--- src/include/dmcd_pkg.sv ---
// shared constants and types for the display mode command decoder
package dmcd_pkg;

   // command codes, low eight data lines only
   localparam logic [7:0]  CMD_ENTER_PARTIAL = 8'h12;
   localparam logic [7:0]  CMD_ENTER_NORMAL  = 8'h13;
   localparam logic [7:0]  CMD_EXIT_INVERT   = 8'h20;
   localparam logic [7:0]  CMD_ENTER_INVERT  = 8'h21;
   localparam logic [7:0]  CMD_DISPLAY_OFF   = 8'h28;
   localparam logic [7:0]  CMD_SCROLL_AREA   = 8'h33;

   // widths
   localparam int          DATA_W   = 18;       // full parallel data bus
   localparam int          CMD_W    = 8;        // command byte
   localparam int          CNT_W    = 16;       // redundant command counter

   // apb register byte offsets
   localparam logic [11:0] OFF_STATUS = 12'h000;
   localparam logic [11:0] OFF_CTRL   = 12'h004;
   localparam logic [11:0] OFF_CMD    = 12'h008;
   localparam logic [11:0] OFF_COUNT  = 12'h00c;

   // status word bit positions
   localparam int          ST_PARTIAL = 0;
   localparam int          ST_SCROLL  = 1;
   localparam int          ST_INVERT  = 2;
   localparam int          ST_DISPLAY = 3;
   localparam int          ST_NORMAL  = 4;

   // control word bit positions, both write-one pulses
   localparam int          CTRL_SWRST  = 0;
   localparam int          CTRL_DISPON = 1;

   // host pin bundle as it arrives at the pads
   typedef struct packed {
      logic              dataCommandSel;
      logic              readStrobeN;
      logic              writeStrobeN;
      logic [DATA_W-1:0] dataLines;
   } dmcd_host_s;

   // the part of the bundle that is synchronised
   typedef struct packed {
      logic             dataCommandSel;
      logic             readStrobeN;
      logic             writeStrobeN;
      logic [CMD_W-1:0] cmdByte;
   } dmcd_sync_s;

   // idle bus: strobes high, command select low
   localparam dmcd_sync_s SYNC_RESET = '{1'b0, 1'b1, 1'b1, 8'h00};

   // display state flags
   typedef struct packed {
      logic partial;
      logic scroll;
      logic invert;
      logic display;
   } dmcd_flags_s;

   // defaults after power-on and either reset
   localparam dmcd_flags_s FLAGS_RESET = '{1'b0, 1'b0, 1'b0, 1'b0};

   // apb slave states
   typedef enum logic [1:0] {
      APB_IDLE   = 2'b00,
      APB_ACCESS = 2'b01
   } dmcd_apb_e;

endpackage : dmcd_pkg

--- src/hdl/dmcd_top.sv ---
// Added by the designer: the address map and register access over APB.
`timescale 1ns/1ps
// Operation
// command taken on write rise, select low
// code 13h enters normal display state
// normal state clears partial and scroll
// host supplies sync two frames before
// 13h in normal state changes nothing
// resets leave normal, partial/scroll off
// 20h stops inversion, nothing else changes
// 20h without inversion has no effect
// 21h inverts panel data, default off
// 21h while inverting has no effect
// 28h blanks panel, default display off
// 28h while off has no effect
// all commands accepted in every state
// 12h enters partial, 13h leaves
// separate flag registers, reset together
module dmcd_top
#(
   parameter int PIX_W = dmcd_pkg::DATA_W      // pixel width toward panel
)
(
   // clock and reset
   input  wire logic                       clock,
   input  wire logic                       nrst,
   // apb slave
   input  wire logic [11:0]                paddr,
   input  wire logic                       psel,
   input  wire logic                       penable,
   input  wire logic                       pwrite,
   input  wire logic [31:0]                pwdata,
   output logic      [31:0]                prdata,
   output logic                            pready,
   output logic                            pslverr,
   // parallel host command pins
   input  wire dmcd_pkg::dmcd_host_s       hostBus,
   // pixel stream toward the panel
   input  wire logic [PIX_W-1:0]           pixelIn,
   input  wire logic                       pixelValidIn,
   output logic      [PIX_W-1:0]           panelPixel,
   output logic                            panelPixelValid,
   // display state
   output dmcd_pkg::dmcd_flags_s           modeFlags,
   output logic                            normalMode,
   output logic                            cmdStrobe
);
   import dmcd_pkg::*;

   // three-stage synchroniser on select, strobes and low data byte
   dmcd_sync_s           syncIn;         // pin values of interest
   dmcd_sync_s           s1_q;           // first stage, read only by s2
   dmcd_sync_s           s2_q;           // second stage
   dmcd_sync_s           s3_q;           // third stage
   dmcd_sync_s           filt_q;         // last agreed value
   dmcd_sync_s           filt_d;         // agreed value this cycle
   wire  [$bits(dmcd_sync_s)-1:0] agree; // s2 and s3 match per bit

   // upper data lines are ignored, only the low byte travels on
   assign syncIn = '{hostBus.dataCommandSel, hostBus.readStrobeN,
                     hostBus.writeStrobeN, hostBus.dataLines[CMD_W-1:0]};
   assign agree  = ~(s2_q ^ s3_q);
   assign filt_d = (agree & s3_q) | (~agree & filt_q);

   // synchroniser chain; strobes idle high out of reset
   always_ff @(posedge clock)
   begin
      if (!nrst)
      begin
         s1_q   <= SYNC_RESET;
         s2_q   <= SYNC_RESET;
         s3_q   <= SYNC_RESET;
         filt_q <= SYNC_RESET;
      end
      else
      begin
         s1_q   <= syncIn;
         s2_q   <= s1_q;
         s3_q   <= s2_q;
         filt_q <= filt_d;
      end
   end

   // write strobe rise with select low and read strobe high
   wire              wrRise  = filt_d.writeStrobeN & ~filt_q.writeStrobeN;
   wire              pinCmd  = wrRise & ~filt_d.dataCommandSel & filt_d.readStrobeN;
   wire  [CMD_W-1:0] pinCode = filt_d.cmdByte;

   // apb side state
   dmcd_apb_e        state_q;        // slave phase
   logic             apbPend_q;      // software command waiting
   logic [CMD_W-1:0] apbCode_q;      // software command code
   logic [CMD_W-1:0] lastCmd_q;      // last command applied
   logic [CNT_W-1:0] redund_q;       // count of known commands with no effect
   dmcd_flags_s      flags_q;        // separate state flags
   dmcd_flags_s      flags_d;        // next flag value
   dmcd_flags_s      cmdFlags;       // flags after command alone
   logic             normal_q;       // normal display state
   logic [31:0]      prdata_q;       // read data, held in access phase
   logic             pready_q;       // access phase answer
   logic             pslverr_q;      // unmapped address
   logic             cmdStrobe_q;    // one pulse per applied command
   logic [PIX_W-1:0] pixel_q;        // panel pixel
   logic             pixValid_q;     // panel pixel valid

   // address decode
   wire selStatus = (paddr == OFF_STATUS);
   wire selCtrl   = (paddr == OFF_CTRL);
   wire selCmd    = (paddr == OFF_CMD);
   wire selCount  = (paddr == OFF_COUNT);
   wire mapped    = selStatus | selCtrl | selCmd | selCount;

   // a write commits only at the edge that completes the access
   wire apbDone   = (state_q == APB_ACCESS) & psel & penable & pready_q;
   wire apbWrite  = apbDone & pwrite;
   wire swReset   = apbWrite & selCtrl & pwdata[CTRL_SWRST];
   wire dispOnWr  = apbWrite & selCtrl & pwdata[CTRL_DISPON];
   wire cmdWrite  = apbWrite & selCmd;

   // pin command wins; a software command waits one more cycle
   wire             cmdValid = pinCmd | apbPend_q;
   wire [CMD_W-1:0] cmdCode  = pinCmd ? pinCode : apbCode_q;

   // status word from live flags
   wire [31:0] statusWord = (32'(flags_q.partial) << ST_PARTIAL)
                          | (32'(flags_q.scroll)  << ST_SCROLL)
                          | (32'(flags_q.invert)  << ST_INVERT)
                          | (32'(flags_q.display) << ST_DISPLAY)
                          | (32'(normal_q)        << ST_NORMAL);

   // read mux; unmapped reads return zero
   wire [31:0] rdMux = selStatus ? statusWord
                     : selCmd    ? 32'(lastCmd_q)
                     : selCount  ? 32'(redund_q)
                     : 32'h0000_0000;

   // effect of one command on the flags; no power state gates it
   always_comb
   begin
      cmdFlags = flags_q;
      if (cmdValid)
      begin
         case (cmdCode)
            // leave partial and scroll; already normal stays as is
            CMD_ENTER_NORMAL:
            begin
               cmdFlags.partial = 1'b0;
               cmdFlags.scroll  = 1'b0;
            end
            // partial area display on
            CMD_ENTER_PARTIAL: cmdFlags.partial = 1'b1;
            // scroll area defined, scroll function on
            CMD_SCROLL_AREA:   cmdFlags.scroll  = 1'b1;
            // inversion off, repeat harmless
            CMD_EXIT_INVERT:   cmdFlags.invert  = 1'b0;
            // inversion on, repeat harmless
            CMD_ENTER_INVERT:  cmdFlags.invert  = 1'b1;
            // panel blank, repeat harmless
            CMD_DISPLAY_OFF:   cmdFlags.display = 1'b0;
            // unknown codes leave state alone
            default:           cmdFlags = flags_q;
         endcase
      end
   end

   // next flags: software reset overrides, display-on write yields to a display-off command
   always_comb
   begin
      flags_d = cmdFlags;
      if (dispOnWr && !(cmdValid && cmdCode == CMD_DISPLAY_OFF))
         flags_d.display = 1'b1;
      if (swReset)
         flags_d = FLAGS_RESET;
   end

   // known command that changed nothing
   wire knownCode = (cmdCode == CMD_ENTER_NORMAL) | (cmdCode == CMD_ENTER_PARTIAL)
                  | (cmdCode == CMD_SCROLL_AREA)  | (cmdCode == CMD_EXIT_INVERT)
                  | (cmdCode == CMD_ENTER_INVERT) | (cmdCode == CMD_DISPLAY_OFF);
   wire redundant = cmdValid & knownCode & (cmdFlags == flags_q);

   // flag registers, reset all together
   always_ff @(posedge clock)
   begin
      if (!nrst)
      begin
         flags_q  <= FLAGS_RESET;
         normal_q <= 1'b1;
      end
      else
      begin
         flags_q  <= flags_d;
         normal_q <= ~(flags_d.partial | flags_d.scroll);
      end
   end

   // command bookkeeping; a new software write wins over the apply
   always_ff @(posedge clock)
   begin
      if (!nrst)
      begin
         apbPend_q   <= 1'b0;
         apbCode_q   <= '0;
         lastCmd_q   <= '0;
         redund_q    <= '0;
         cmdStrobe_q <= 1'b0;
      end
      else
      begin
         apbPend_q   <= cmdWrite | (apbPend_q & pinCmd);
         apbCode_q   <= cmdWrite ? pwdata[CMD_W-1:0] : apbCode_q;
         lastCmd_q   <= cmdValid ? cmdCode : lastCmd_q;
         redund_q    <= redund_q + CNT_W'(redundant);
         cmdStrobe_q <= cmdValid;
      end
   end

   // pixel path: inverted only on the way out, blank while off
   always_ff @(posedge clock)
   begin
      if (!nrst)
      begin
         pixel_q    <= '0;
         pixValid_q <= 1'b0;
      end
      else
      begin
         pixel_q    <= !flags_q.display ? '0 : flags_q.invert ? ~pixelIn : pixelIn;
         pixValid_q <= pixelValidIn;
      end
   end

   // apb slave: setup edge loads the answer, access edge releases it
   always_ff @(posedge clock)
   begin
      if (!nrst)
      begin
         state_q   <= APB_IDLE;
         prdata_q  <= '0;
         pready_q  <= 1'b0;
         pslverr_q <= 1'b0;
      end
      else
      begin
         case (state_q)
            // setup cycle seen
            APB_IDLE:
            begin
               if (psel && !penable)
               begin
                  state_q   <= APB_ACCESS;
                  prdata_q  <= pwrite ? 32'h0000_0000 : rdMux;
                  pready_q  <= 1'b1;
                  pslverr_q <= ~mapped;
               end
            end
            // answer stands until taken
            APB_ACCESS:
            begin
               if (apbDone)
               begin
                  state_q   <= APB_IDLE;
                  prdata_q  <= '0;
                  pready_q  <= 1'b0;
                  pslverr_q <= 1'b0;
               end
            end
            default: state_q <= APB_IDLE;
         endcase
      end
   end

   // outputs straight from flops
   assign prdata          = prdata_q;
   assign pready          = pready_q;
   assign pslverr         = pslverr_q;
   assign panelPixel      = pixel_q;
   assign panelPixelValid = pixValid_q;
   assign modeFlags       = flags_q;
   assign normalMode      = normal_q;
   assign cmdStrobe       = cmdStrobe_q;

   // a command alone, with no software override in the same cycle
   wire cmdOnly = cmdValid & ~swReset & ~dispOnWr;
endmodule : dmcd_top

--- config.mk ---
export PLATFORM = sky130hd
export DESIGN_NAME = dmcd_top
export DESIGN_NICKNAME = d
export VERILOG_FILES = /design/src/include/dmcd_pkg.sv /design/src/hdl/dmcd_top.sv
export SDC_FILE = /design/constraint.sdc
export NUM_CORES = 1
export LEC_CHECK = 0
export ABC_AREA = 1
export BUFFER_PORTS_ARGS = -buffer_cell sky130_fd_sc_hd__buf_2
export CORE_MARGIN = 2
export CORE_UTILIZATION = 29
export DETAILED_ROUTE_END_ITERATION = 10
export PLACE_DENSITY = 0.51
export SETUP_SLACK_MARGIN = 0.4
export SLEW_MARGIN = 40
export SYNTH_ARGS = -nofsm -noshare
export SYNTH_HDL_FRONTEND = slang
export SYNTH_SLANG_ARGS = --single-unit
export TNS_END_PERCENT = 30
--- constraint.sdc ---
create_clock -name clock -period 4 [get_ports clock]
set_input_delay 0.2 -clock clock [delete_from_list [all_inputs] [get_ports clock]]
set_output_delay 0.2 -clock clock [all_outputs]
set_load 0.05 [all_outputs]
==> reports/metrics.cfg, run 1 <==
[setup_path]
path_max_fanout=6
regToRegStartpoint=s2_q[9]
worstPathArrival_ns=3.56
timing.setup.critical_path_class=flop to flop
worst_setup_path_start_kind=flop
setup.worst_path.end_class=flop
crit_required_ns=4.34
worst_setup_path_startpoint=s2_q[9]

[floorplan]
die_x_um=134.8
placement_rows=47
io-pin-count=148
fp.dieH_um=134.8
initial_utilization_pct=29.81
coreArea_sq_um=16640
die_area_sq_um=18170

[run]
cap_viol_max_count=0

[global_route]
grt_remaining_overflow=0
grt_start_max_net_pins=57
track_usage_pct=12.28
global_route_wire_length_before_repair_mm=17.52
initial_antenna_violation_count=0
number_of_global_route_vias_before_repair=3746

[logic_synthesis]
mappedNetlistArea_sq_um=4961
basic_gate_share_of_the_synthesized_area_counting_and_or_nand_and_nor_cells_pct=24.99
ffs_latches_synth=120
post_synth_edffs=0
synth_ff_type=sky130_fd_sc_hd__dfxtp_1
post_synth_fa_ha_maj_area_fraction_pct=0.5044
ys_warn_count=0
synth_top_family_by_area=simple AND/OR/NAND/NOR gates
ys_seq_area_share_pct=48.42
synth_mux_area_share_pct=0
async_flop_share_pct=0
synth_compound_area_share_pct=11.45
synthXorXnorAreaFrac_pct=3.531
syn_inst=629
synth_cell_type_count=45
synth.avg_cell_area_sq_um=7.887

[clock_network]
clock_path_buffers=2
htree_levels=4
cts.reportedPaths.clkPinSlew_ns=0.05
clkSinkCount=120
clk_latency_ns=0.41
cts_made_buffers=17
tritoncts=done
cts_root_buf=sky130_fd_sc_hd__clkbuf_16

[placement]
post-place-cells=931
placed_cell_area_sq_um=5600
detailed_place_hpwl_mm=7.413
place.gp.congestion=0.7864
port-buffer-count=97

[route]
drt_pass1_iterations=4
wl_per_cell_um=10.93
first_iter_violations=158
route.final.wire_length_mm=10.72
drc=0
vias_per_cell=4.120
routed-via-count=4038
drt.antenna.violating_nets=0

[sta]
fmaxAchievable_mhz=310.7
setup-violations-final=0
final_period_minus_worst_setup_slack_ns=3.218
worstMarginPinSlew_ns=0.7999
finalClockSkew_ns=0.007787
post-route-period-util_pct=80.46
grt_setup_unrepaired=no
slew_violations=0
slew_headroom_pct=46.18
final_hold_viol_count=0
setup_tns_ns=0

[finish]
fin_cells=980
most_common_cell_after_layout_fill_and_taps_aside=sky130_fd_sc_hd__nand2_1
area_growth_syn_to_layout_pct=31.00
finish.net_count=840
ff_latch_area_sq_um=2404
filler_cell_count=1738
multi_input_area_sq_um=2126
layout_common_cells=sky130_fd_sc_hd__nand2_1 (123), sky130_fd_sc_hd__dfxtp_1 (119), sky130_fd_sc_hd__buf_2 (97)
stdcell_area_sq_um=6499
diodes=0
drive_above_1_share_pct=26.84

[pwr]
power.ir.vdd_worst_mv=0.4084
p_leak_nw=3.040
power_per_cell_area_nw_per_um2=473.7

[min_path]
min-delay-path-class=input pin to flop
min-delay-start=pixelIn[12]

[status]
status=completed

state kept, by name, summed over array words and instances (netlist names), 4 cells and up:
name        count
modeFlags       4
lastCmd_q       8
s1_q           11
filt_q         11
apbCode_q       8
panelPixel     18
s2_q           11
redund_q       16
s3_q           11
prdata         16
logic make-up (layout without fill, tap and decap cells):
family                     count (synthesis)  count (layout)
adders and majority gates                  2               2
and+or+nand+nor                          262             263
buffers and inverters                    123             238
other                                      1              16
DFF                                      120             120
xor gates and xnor gates                  20              20
AOI/OAI and AO/OA                        101             101
layer usage:
layer	GRT usage, %	vias up	wire [um]
met5	0	-	0
met4	5.146	0	134
met3	4.092	11	557
met2	18.47	86	4813
met1	16.12	1766	5210
li1	-	2175	-
synth_stat cells (2+ instances only):
cell	instances	area, sq um
sky130_fd_sc_hd__nand3_2	6	60.06
sky130_fd_sc_hd__o21ai_0	38	190.2
sky130_fd_sc_hd__xnor2_1	19	166.4
sky130_fd_sc_hd__nand3b_1	2	15.01
sky130_fd_sc_hd__nand4_1	5	31.28
sky130_fd_sc_hd__buf_4	16	120.1
sky130_fd_sc_hd__and3_1	2	12.51
sky130_fd_sc_hd__dfxtp_1	120	2402
sky130_fd_sc_hd__nand2_4	2	22.52
sky130_fd_sc_hd__buf_2	4	20.02
sky130_fd_sc_hd__o21ai_2	2	17.52
sky130_fd_sc_hd__or2_2	11	68.82
sky130_fd_sc_hd__nor2_2	5	31.28
sky130_fd_sc_hd__clkbuf_1	12	45.04
sky130_fd_sc_hd__o211ai_1	5	37.54
sky130_fd_sc_hd__nand2_1	126	473.0
sky130_fd_sc_hd__nand2_2	16	100.1
sky130_fd_sc_hd__ha_1	2	25.02
sky130_fd_sc_hd__nand3_1	16	80.08
sky130_fd_sc_hd__nor2_1	56	210.2
sky130_fd_sc_hd__nor4_1	2	12.51
sky130_fd_sc_hd__a21oi_4	2	32.53
sky130_fd_sc_hd__nor3_1	3	15.01
sky130_fd_sc_hd__a21oi_1	49	245.2
sky130_fd_sc_hd__inv_1	85	319.1
sky130_fd_sc_hd__nor2_4	3	33.78
sky130_fd_sc_hd__nor3b_1	2	15.01
worst max-delay path, cell delays in order (launching register included):
cell	delay [ns]
sky130_fd_sc_hd__dfxtp_2	0.33
sky130_fd_sc_hd__nand2_1	0.08
sky130_fd_sc_hd__a21oi_4	0.31
sky130_fd_sc_hd__buf_6	0.16
sky130_fd_sc_hd__nand3_1	0.10
sky130_fd_sc_hd__nand2_2	0.14
sky130_fd_sc_hd__nand2_2	0.08
sky130_fd_sc_hd__nor2_2	0.14
sky130_fd_sc_hd__nand2_1	0.09
sky130_fd_sc_hd__nand2_1	0.07
sky130_fd_sc_hd__inv_1	0.04
sky130_fd_sc_hd__nand3_2	0.05
sky130_fd_sc_hd__nand3_2	0.07
sky130_fd_sc_hd__nor2_2	0.09
sky130_fd_sc_hd__ha_2	0.20
sky130_fd_sc_hd__ha_1	0.17
sky130_fd_sc_hd__nand2_1	0.05
sky130_fd_sc_hd__inv_1	0.07
sky130_fd_sc_hd__nand2_1	0.09
sky130_fd_sc_hd__nor2_2	0.16
sky130_fd_sc_hd__nand3_2	0.12
sky130_fd_sc_hd__nor2_4	0.14
sky130_fd_sc_hd__nand4_1	0.10
sky130_fd_sc_hd__nor2_1	0.14
sky130_fd_sc_hd__o21ai_0	0.08
sky130_fd_sc_hd__a21oi_1	0.10
path summary, 6_finish.rpt:
check / end / slack [ns] / depth (start not counted)
worst max-delay path: redund_q[14] / 0.78 / 25
worst min-delay path: panelPixel[12] / 0.03 / 3
worst max register to register: redund_q[14] / 0.78 / 25
worst min register to register: s2_q[7] / 0.41 / 2
report_power, final:
group	internal [mW]	switching, mW
clock network	1.21	0.508
logic	0.0487	0.0928
registers	1.21	0.00637
total	2.47	0.608
area by class of cell:
| class | instances | share of cell area (%) |
|---|---|---|
| clock inverter | 8 | 2.965 |
| tap | 220 | 4.236 |
| clock buffer | 22 | 7.297 |
| timing repair buffer | 120 | 10.70 |
| sequential | 120 | 36.99 |
| inverter | 88 | 5.102 |
| multi-input combinational | 402 | 32.71 |
timing repair:
| item | in CTS | in global routing |
|---|---|---|
| endpoints found under the hold margin | 12 | 0 |
| gates resized for setup | 0 | 17 |
| setup endpoints to repair | 0 | 5 |
| buffers inserted | 0 | 6 |
| hold buffers | 12 | 0 |
metrics by stage:
stage	total power [mW]	util [%]	hold WS, ns	setup slack (ns)
final	3.078	39.05	0.02792	0.7816
after global routing	3.195	39.05	0.01923	0.3699
after CTS	3.132	38.38	0.007529	0.5328
after detailed placement	1.377	33.65	0.3840	0.5438
after global placement	1.377	33.65	0.3796	0.6039
after floorplan	1.345	-	0.2976	1.163
Power figures use the tool's default switching activity.
==> inputs of run 2 (changes only) <==
Clock period 4 ns to 3 ns, I/O delays scaled along.
==> run 2 against run 1 <==
  * The run now ends with setup timing left
  * Sequential share of layout area shrank 3.8 points
  * Cell count rose by 8.0%
  * Total power grew 27%
  * Final area increased by 11%
  * Setup slack worse by 0.94 ns
  * Critical endpoint is now redund_q[15]
  * Highest routed layer unchanged
  * Clock power is 21% higher
==> reports/metrics.cfg, run 2 (synthesis gave the netlist of run 1 again) <==
[status]
status=finished, violations left
violations=setup timing

[floorplan]
coreArea_sq_um=16640  ; unchanged
fp.dieH_um=134.8  ; unchanged
die_x_um=134.8  ; unchanged
initial_utilization_pct=29.81  ; unchanged
die_area_sq_um=18170  ; unchanged
placement_rows=47  ; unchanged
io-pin-count=148  ; unchanged

[finish]
layout_common_cells=sky130_fd_sc_hd__nand2_1 (117), sky130_fd_sc_hd__dfxtp_1 (117), sky130_fd_sc_hd__buf_2 (97)
area_growth_syn_to_layout_pct=45.98
diodes=0  ; unchanged
max_ffs_per_register=18  ; unchanged
finish.net_count=916  ; +9.0%
drive_above_1_share_pct=34.13  ; +7.3 points
utilization_pct=43.52  ; +4.5 points
fin_cells=1058  ; +8.0%

[placement]
port-buffer-count=97  ; unchanged
post-place-cells=961  ; +3.2%
place.gp.congestion=0.7491  ; -4.7%
post-place-ws_ns=-0.1659  ; -0.7097 ns
detailed_place_hpwl_mm=7.337  ; -1.0%

[sta]
setup_tns_ns=-0.4780  ; -0.4780 ns
grt_setup_unrepaired=yes
slew_violations=0  ; unchanged
setup-violations-final=6  ; +6
final_critical_path_setup_slack_ns=-0.1571  ; -0.9387 ns
fmaxAchievable_mhz=316.7  ; +1.9%
worstMarginPinSlew_ns=0.8944  ; +0.09452 ns
slew_headroom_pct=39.82  ; -6.4 points
finalClockSkew_ns=0.006632  ; -0.001155 ns
final_period_minus_worst_setup_slack_ns=3.157  ; -0.06134 ns
post-route-period-util_pct=105.2  ; +25 points
final_hold_viol_count=0  ; unchanged

[min_path]
min-delay-path-class=input pin to flop

[route]
routed-via-count=4344  ; +7.6%
drt_pass1_iterations=6  ; +2
vias_per_cell=4.106  ; -0.35%
drc=0  ; unchanged
route.final.wire_length_mm=11.54  ; +7.7%
first_iter_violations=168  ; +6.3%
wl_per_cell_um=10.91  ; -0.24%
drt.antenna.violating_nets=0  ; unchanged

[global_route]
track_usage_pct=13.25  ; +0.97 points
grt_remaining_overflow=0  ; unchanged
grt_start_max_net_pins=58  ; +1.8%
initial_antenna_violation_count=0  ; unchanged
number_of_global_route_vias_before_repair=4032  ; +7.6%
global_route_wire_length_before_repair_mm=18.95  ; +8.2%

[clock_network]
cts_made_buffers=17  ; unchanged
htree_levels=4  ; unchanged
clk_latency_ns=0.41  ; about the same
clock_path_buffers=2  ; unchanged
cts.reportedPaths.clkPinSlew_ns=0.06  ; about the same
cts_root_buf=sky130_fd_sc_hd__clkbuf_16
clkSinkCount=120  ; unchanged
tritoncts=done

[setup_path]
crit_required_ns=3.30  ; -1.04 ns
setup.worst_path.end_class=flop
rr_endpoint=redund_q[15]
worstPathArrival_ns=3.46  ; -0.10 ns
worst-r2r-setup-slack_ns=-0.16  ; -0.94 ns
worstSetupEndpoint=redund_q[15]
rr_worst_depth=24  ; -4.0%
worst_setup_path_start_kind=flop
regToRegStartpoint=s2_q[9]
timing.setup.critical_path_class=flop to flop
worst_setup_path_startpoint=s2_q[9]
path_max_fanout=5  ; -1

[pwr]
power_per_cell_area_nw_per_um2=540.9  ; +14%
power.ir.vdd_worst_mv=0.3934  ; -3.7%
p_leak_nw=3.359  ; +10%

[run]
cap_viol_max_count=0  ; unchanged

run 2: cell count changes in the layout (fill, tap and decap cells not counted), sizes merged:
cell / before / now
dlygate4sd3: 12 / 30
clkinvlp: 1 / 3
inv: 86 / 87
clkinv: 3 / 5
bufinv: 6 / 3
buf: 108 / 166
run 2: how the worst min path moves through the flow:
stage                            start         endpoint  slack, ns  cells past startpoint
final                        pwdata[2]     apbCode_q[2]       0.02                      3
after global routing         pwdata[2]     apbCode_q[2]       0.02                      3
after CTS                    pwdata[2]     apbCode_q[2]      0.001                      3
after detailed placement    hostBus[5]          s1_q[5]       0.34                      3
after global placement      hostBus[7]          s1_q[7]       0.33                      3
after floorplan           pixelValidIn  panelPixelValid       0.25                      2
run 2: critical path, cell delays in order (launching register included):
cell and delay [ns]:
sky130_fd_sc_hd__dfxtp_2 0.34, sky130_fd_sc_hd__nand2_2 0.06, sky130_fd_sc_hd__a21oi_4 0.18, sky130_fd_sc_hd__buf_6 0.13, sky130_fd_sc_hd__buf_12 0.10, sky130_fd_sc_hd__nand4_1 0.13, sky130_fd_sc_hd__nand2_2 0.16, sky130_fd_sc_hd__nand2_4 0.10
sky130_fd_sc_hd__nor2_1 0.16, sky130_fd_sc_hd__o21ai_1 0.10, sky130_fd_sc_hd__nand3_2 0.09, sky130_fd_sc_hd__nand3_2 0.06, sky130_fd_sc_hd__nor2_2 0.12, sky130_fd_sc_hd__ha_2 0.20, sky130_fd_sc_hd__nand3_2 0.08, sky130_fd_sc_hd__nor2_1 0.09
sky130_fd_sc_hd__nand2_1 0.08, sky130_fd_sc_hd__nor2_2 0.16, sky130_fd_sc_hd__nand3_2 0.12, sky130_fd_sc_hd__nor2_4 0.12, sky130_fd_sc_hd__nand3_2 0.08, sky130_fd_sc_hd__nor2_2 0.13, sky130_fd_sc_hd__nand2_1 0.07, sky130_fd_sc_hd__xor2_1 0.13
sky130_fd_sc_hd__nor2_1 0.05
run 2: per-layer routing:
layer	part of all wire (%)	track usage, %
met5	0	0
met4	1.9	5.439
met3	4.8	4.279
met2	46	21.12
met1	47	16.55
run 2: where the power goes:
part	switching, mW	internal (mW)
clock network	0.726	1.35
registers	0.00855	1.62
logic	0.129	0.0839
run 2: area by class of cell:
cell class / instances / area, sq um
Tap cell: 220 / 275.3
Clock inverter: 10 / 143.9
Fill cell: 1655 / 9400
Inverter: 88 / 331.6
Sequential cell: 120 / 2406
Multi-Input combinational cell: 402 / 2241
Clock buffer: 22 / 464.2
Timing Repair Buffer: 196 / 1380
run 2: through the flow:
stage	hold slack, ns	area, sq um	total power [mW]
2_1_floorplan	0.2476	5020	1.793
3_3_place_gp	0.3298	5853	1.837
3_5_place_dp	0.3361	5853	1.838
4_1_cts	0.001151	7111	3.972
5_1_grt	0.01830	7242	4.072
6_report	0.01922	7242	3.917
run 2: what timing repair did:
item                                    4_1_cts  5_1_grt
endpoints found under the hold margin        30        0
gates cloned                                  2        0
gates resized for setup                      30       25
hold buffers                                 30        0
endpoints found under the setup margin       12       18
buffers inserted                             30        3
pin swaps                                    17       14
==> inputs of run 3 (changes only) <==
--- a/config.mk
+++ b/config.mk
@@ -10,5 +10,5 @@
 export CORE_MARGIN = 2
-export CORE_UTILIZATION = 29
+export CORE_UTILIZATION = 51
 export DETAILED_ROUTE_END_ITERATION = 10
-export PLACE_DENSITY = 0.51
+export PLACE_DENSITY = 0.79
 export SETUP_SLACK_MARGIN = 0.4
==> constraint.sdc (replaced) <==
create_clock -name clock -period 3 [get_ports clock]
set_input_delay 0.6 -clock clock [delete_from_list [all_inputs] [get_ports clock]]
set_output_delay 0.6 -clock clock [all_outputs]
set_load 0.05 [all_outputs]
==> run 3 against run 2 <==
  * The run still ends with setup timing left
  * Total power down 2.2%
  * Via count up 6.2%
  * Clock skew about the same
  * Routed wire length up 13%
  * Flip-flop and latch count unchanged
  * Cell count down 12%
  * Combinational power down 15%
  * Critical path type unchanged
==> reports/metrics.cfg, run 3 (synthesis gave the netlist of run 1 again) <==
[route]
drc=0  ; unchanged
drt.antenna.violating_nets=0  ; unchanged
routed-via-count=4612  ; +6.2%
first_iter_violations=248  ; +48%
wl_per_cell_um=13.95  ; +28%
drt_pass1_iterations=5  ; -1
vias_per_cell=4.954  ; +21%
route.final.wire_length_mm=12.99  ; +13%

[pwr]
power_per_cell_area_nw_per_um2=565.1  ; +4.5%
register_share_of_total_power_pct=42.4  ; +0.9 points
power.total_mw=3.832  ; -2.2%
p_leak_nw=3.247  ; -3.3%
power.ir.vdd_worst_mv=0.4596  ; +17%
net-switching-power_uw=902.1  ; +4.4%
cellInternalPower_mw=2.930  ; -4.0%
power_switching_share_pct=23.54  ; +1.5 points
clock_power_share_pct=52.9  ; -0.2 points
comb_power_share_pct=4.7  ; -0.7 points

[sta]
worstMarginPinSlew_ns=0.8415  ; -0.05292 ns
setup-violations-final=12  ; +6
setup_tns_ns=-2.531  ; -2.053 ns
post-route-period-util_pct=112.2  ; +6.9 points
hold_slack_ns=0.2533  ; +0.2340 ns
slew_headroom_pct=43.38  ; +3.6 points
final_hold_viol_count=0  ; unchanged
slew_violations=0  ; unchanged
grt_setup_unrepaired=yes
finalClockSkew_ns=0.006749  ; +0.0001173 ns
final_period_minus_worst_setup_slack_ns=3.365  ; +0.2077 ns
final_critical_path_setup_slack_ns=-0.3649  ; -0.2077 ns
fmaxAchievable_mhz=297.2  ; -6.2%

[clock_network]
cts_made_buffers=17  ; unchanged
htree_levels=4  ; unchanged
post_cts_hold_fix_bufs=0  ; -100%
clk_latency_ns=0.52  ; +0.11 ns
tritoncts=done
clkSinkCount=120  ; unchanged
clock_path_buffers=2  ; unchanged
cts.reportedPaths.clkPinSlew_ns=0.06  ; about the same
cts_root_buf=sky130_fd_sc_hd__clkbuf_8

[finish]
max_ffs_per_register=18  ; unchanged
drive_above_1_share_pct=36.66  ; +2.5 points
stdcell_area_sq_um=6782  ; -6.4%
diodes=0  ; unchanged
layout_common_cells=sky130_fd_sc_hd__dfxtp_1 (114), sky130_fd_sc_hd__nand2_1 (109), sky130_fd_sc_hd__buf_2 (97)
area_growth_syn_to_layout_pct=36.70
most_common_cell_after_layout_fill_and_taps_aside=sky130_fd_sc_hd__dfxtp_1
finish.net_count=880  ; -3.9%

[run]
cap_viol_max_count=0  ; unchanged

[setup_path]
critical_path.top_delay_family=simple AND/OR/NAND/NOR gates
worstPathArrival_ns=3.77  ; +0.31 ns
worst_setup_path_start_kind=flop
setup.worst_path.end_class=flop
critical_path.cell_chain=o21ai_0, nand3_1, nand2_2, nand2_2, nor2_4, nand2_2, nand2_1, inv_1, nand3_2, nand3_2, nor2_4, ha_4, nand3_2, nor2_2, nand2_2, nor2_4, nand3_2, buf_4, buf_4, buf_4, xnor2_2, inv_1, nor2_1
crit_path_max_incr_delay_ns=0.50  ; +0.16 ns
crit_required_ns=3.41  ; +0.11 ns
worst-path-buf-inv=5  ; +3
timing.setup.critical_path_class=flop to flop
path_max_fanout=5  ; unchanged
critical-path-slowest-cell=sky130_fd_sc_hd__o21ai_0

[floorplan]
die_area_sq_um=10530  ; -42%
io-pin-count=148  ; unchanged
coreArea_sq_um=9328  ; -44%
die_x_um=102.6  ; -24%
initial_utilization_pct=53.19  ; +23 points
fp.dieH_um=102.6  ; -24%
placement_rows=35  ; -26%

[global_route]
grt_remaining_overflow=0  ; unchanged
global_route_wire_length_before_repair_mm=18.92  ; -0.18%
grt_start_max_net_pins=58  ; unchanged
initial_antenna_violation_count=0  ; unchanged
track_usage_pct=23.00  ; +9.7 points
number_of_global_route_vias_before_repair=4384  ; +8.7%

[min_path]
min-delay-path-class=input pin to flop

[placement]
port-buffer-count=97  ; unchanged
post-place-ws_ns=-0.2889  ; -0.1231 ns
placed_cell_area_sq_um=5692  ; -2.8%
detailed_place_hpwl_mm=7.328  ; -0.12%
place.gp.congestion=0.7991  ; +6.7%

[status]
violations=setup timing
status=finished, violations left

[run 3: stage by stage]
step,utilization (%),instances
2_1_floorplan,-,644
3_3_place_gp,61.02,867
3_5_place_dp,61.02,867
4_1_cts,70.91,924
5_1_grt,72.70,931
6_report,72.70,931
[run 3: power groups by stage]
stage               registers [mW]  clock network [mW]  logic, mW
finish                        1.63                2.03      0.181
CTS                           1.63                2.03      0.178
floorplan                     1.67                   0      0.127
detailed placement            1.66                   0      0.176
global route                  1.63                2.10      0.198
global placement              1.66                   0      0.171
[run 3: area by class of cell]
type	count	area [sq um]
Fill cell	625	2546
Sequential cell	120	2410
Multi-Input combinational cell	401	2283
Timing Repair Buffer	161	997.2
Clock buffer	20	455.4
Inverter	88	335.3
Tap cell	129	161.4
Clock inverter	12	138.9
[run 3: timing repair]
action,4_1_cts,5_1_grt
buffers inserted,25,7
resized for setup,40,34
endpoints found under the setup margin,13,16
pin swaps,26,33
[run 3: worst min-delay path: cells and delay by family]
family / cells / cell delay (ns)
AND/OR/NAND/NOR: 1 / 0.04
buffers and inverters: 2 / 0.11
[run 3: final timing paths]
check	start	endpoint	slack (ns)	cells after the start
min	hostBus[20]	s1_q[10]	0.25	3
min reg2reg	s1_q[8]	s2_q[8]	0.41	1
max reg2reg	s3_q[4]	redund_q[9]	-0.36	23
max	s3_q[4]	redund_q[9]	-0.36	23
[run 3: layer usage]
| layer | track usage [%] | vias up | share of wire, % |
|---|---|---|---|
| met5 | 0 | - | 0 |
| met4 | 10.56 | 0 | 2.8 |
| met3 | 4.949 | 40 | 6.1 |
| met2 | 42.48 | 192 | 53 |
| met1 | 25.02 | 2126 | 38 |
| li1 | - | 2254 | - |
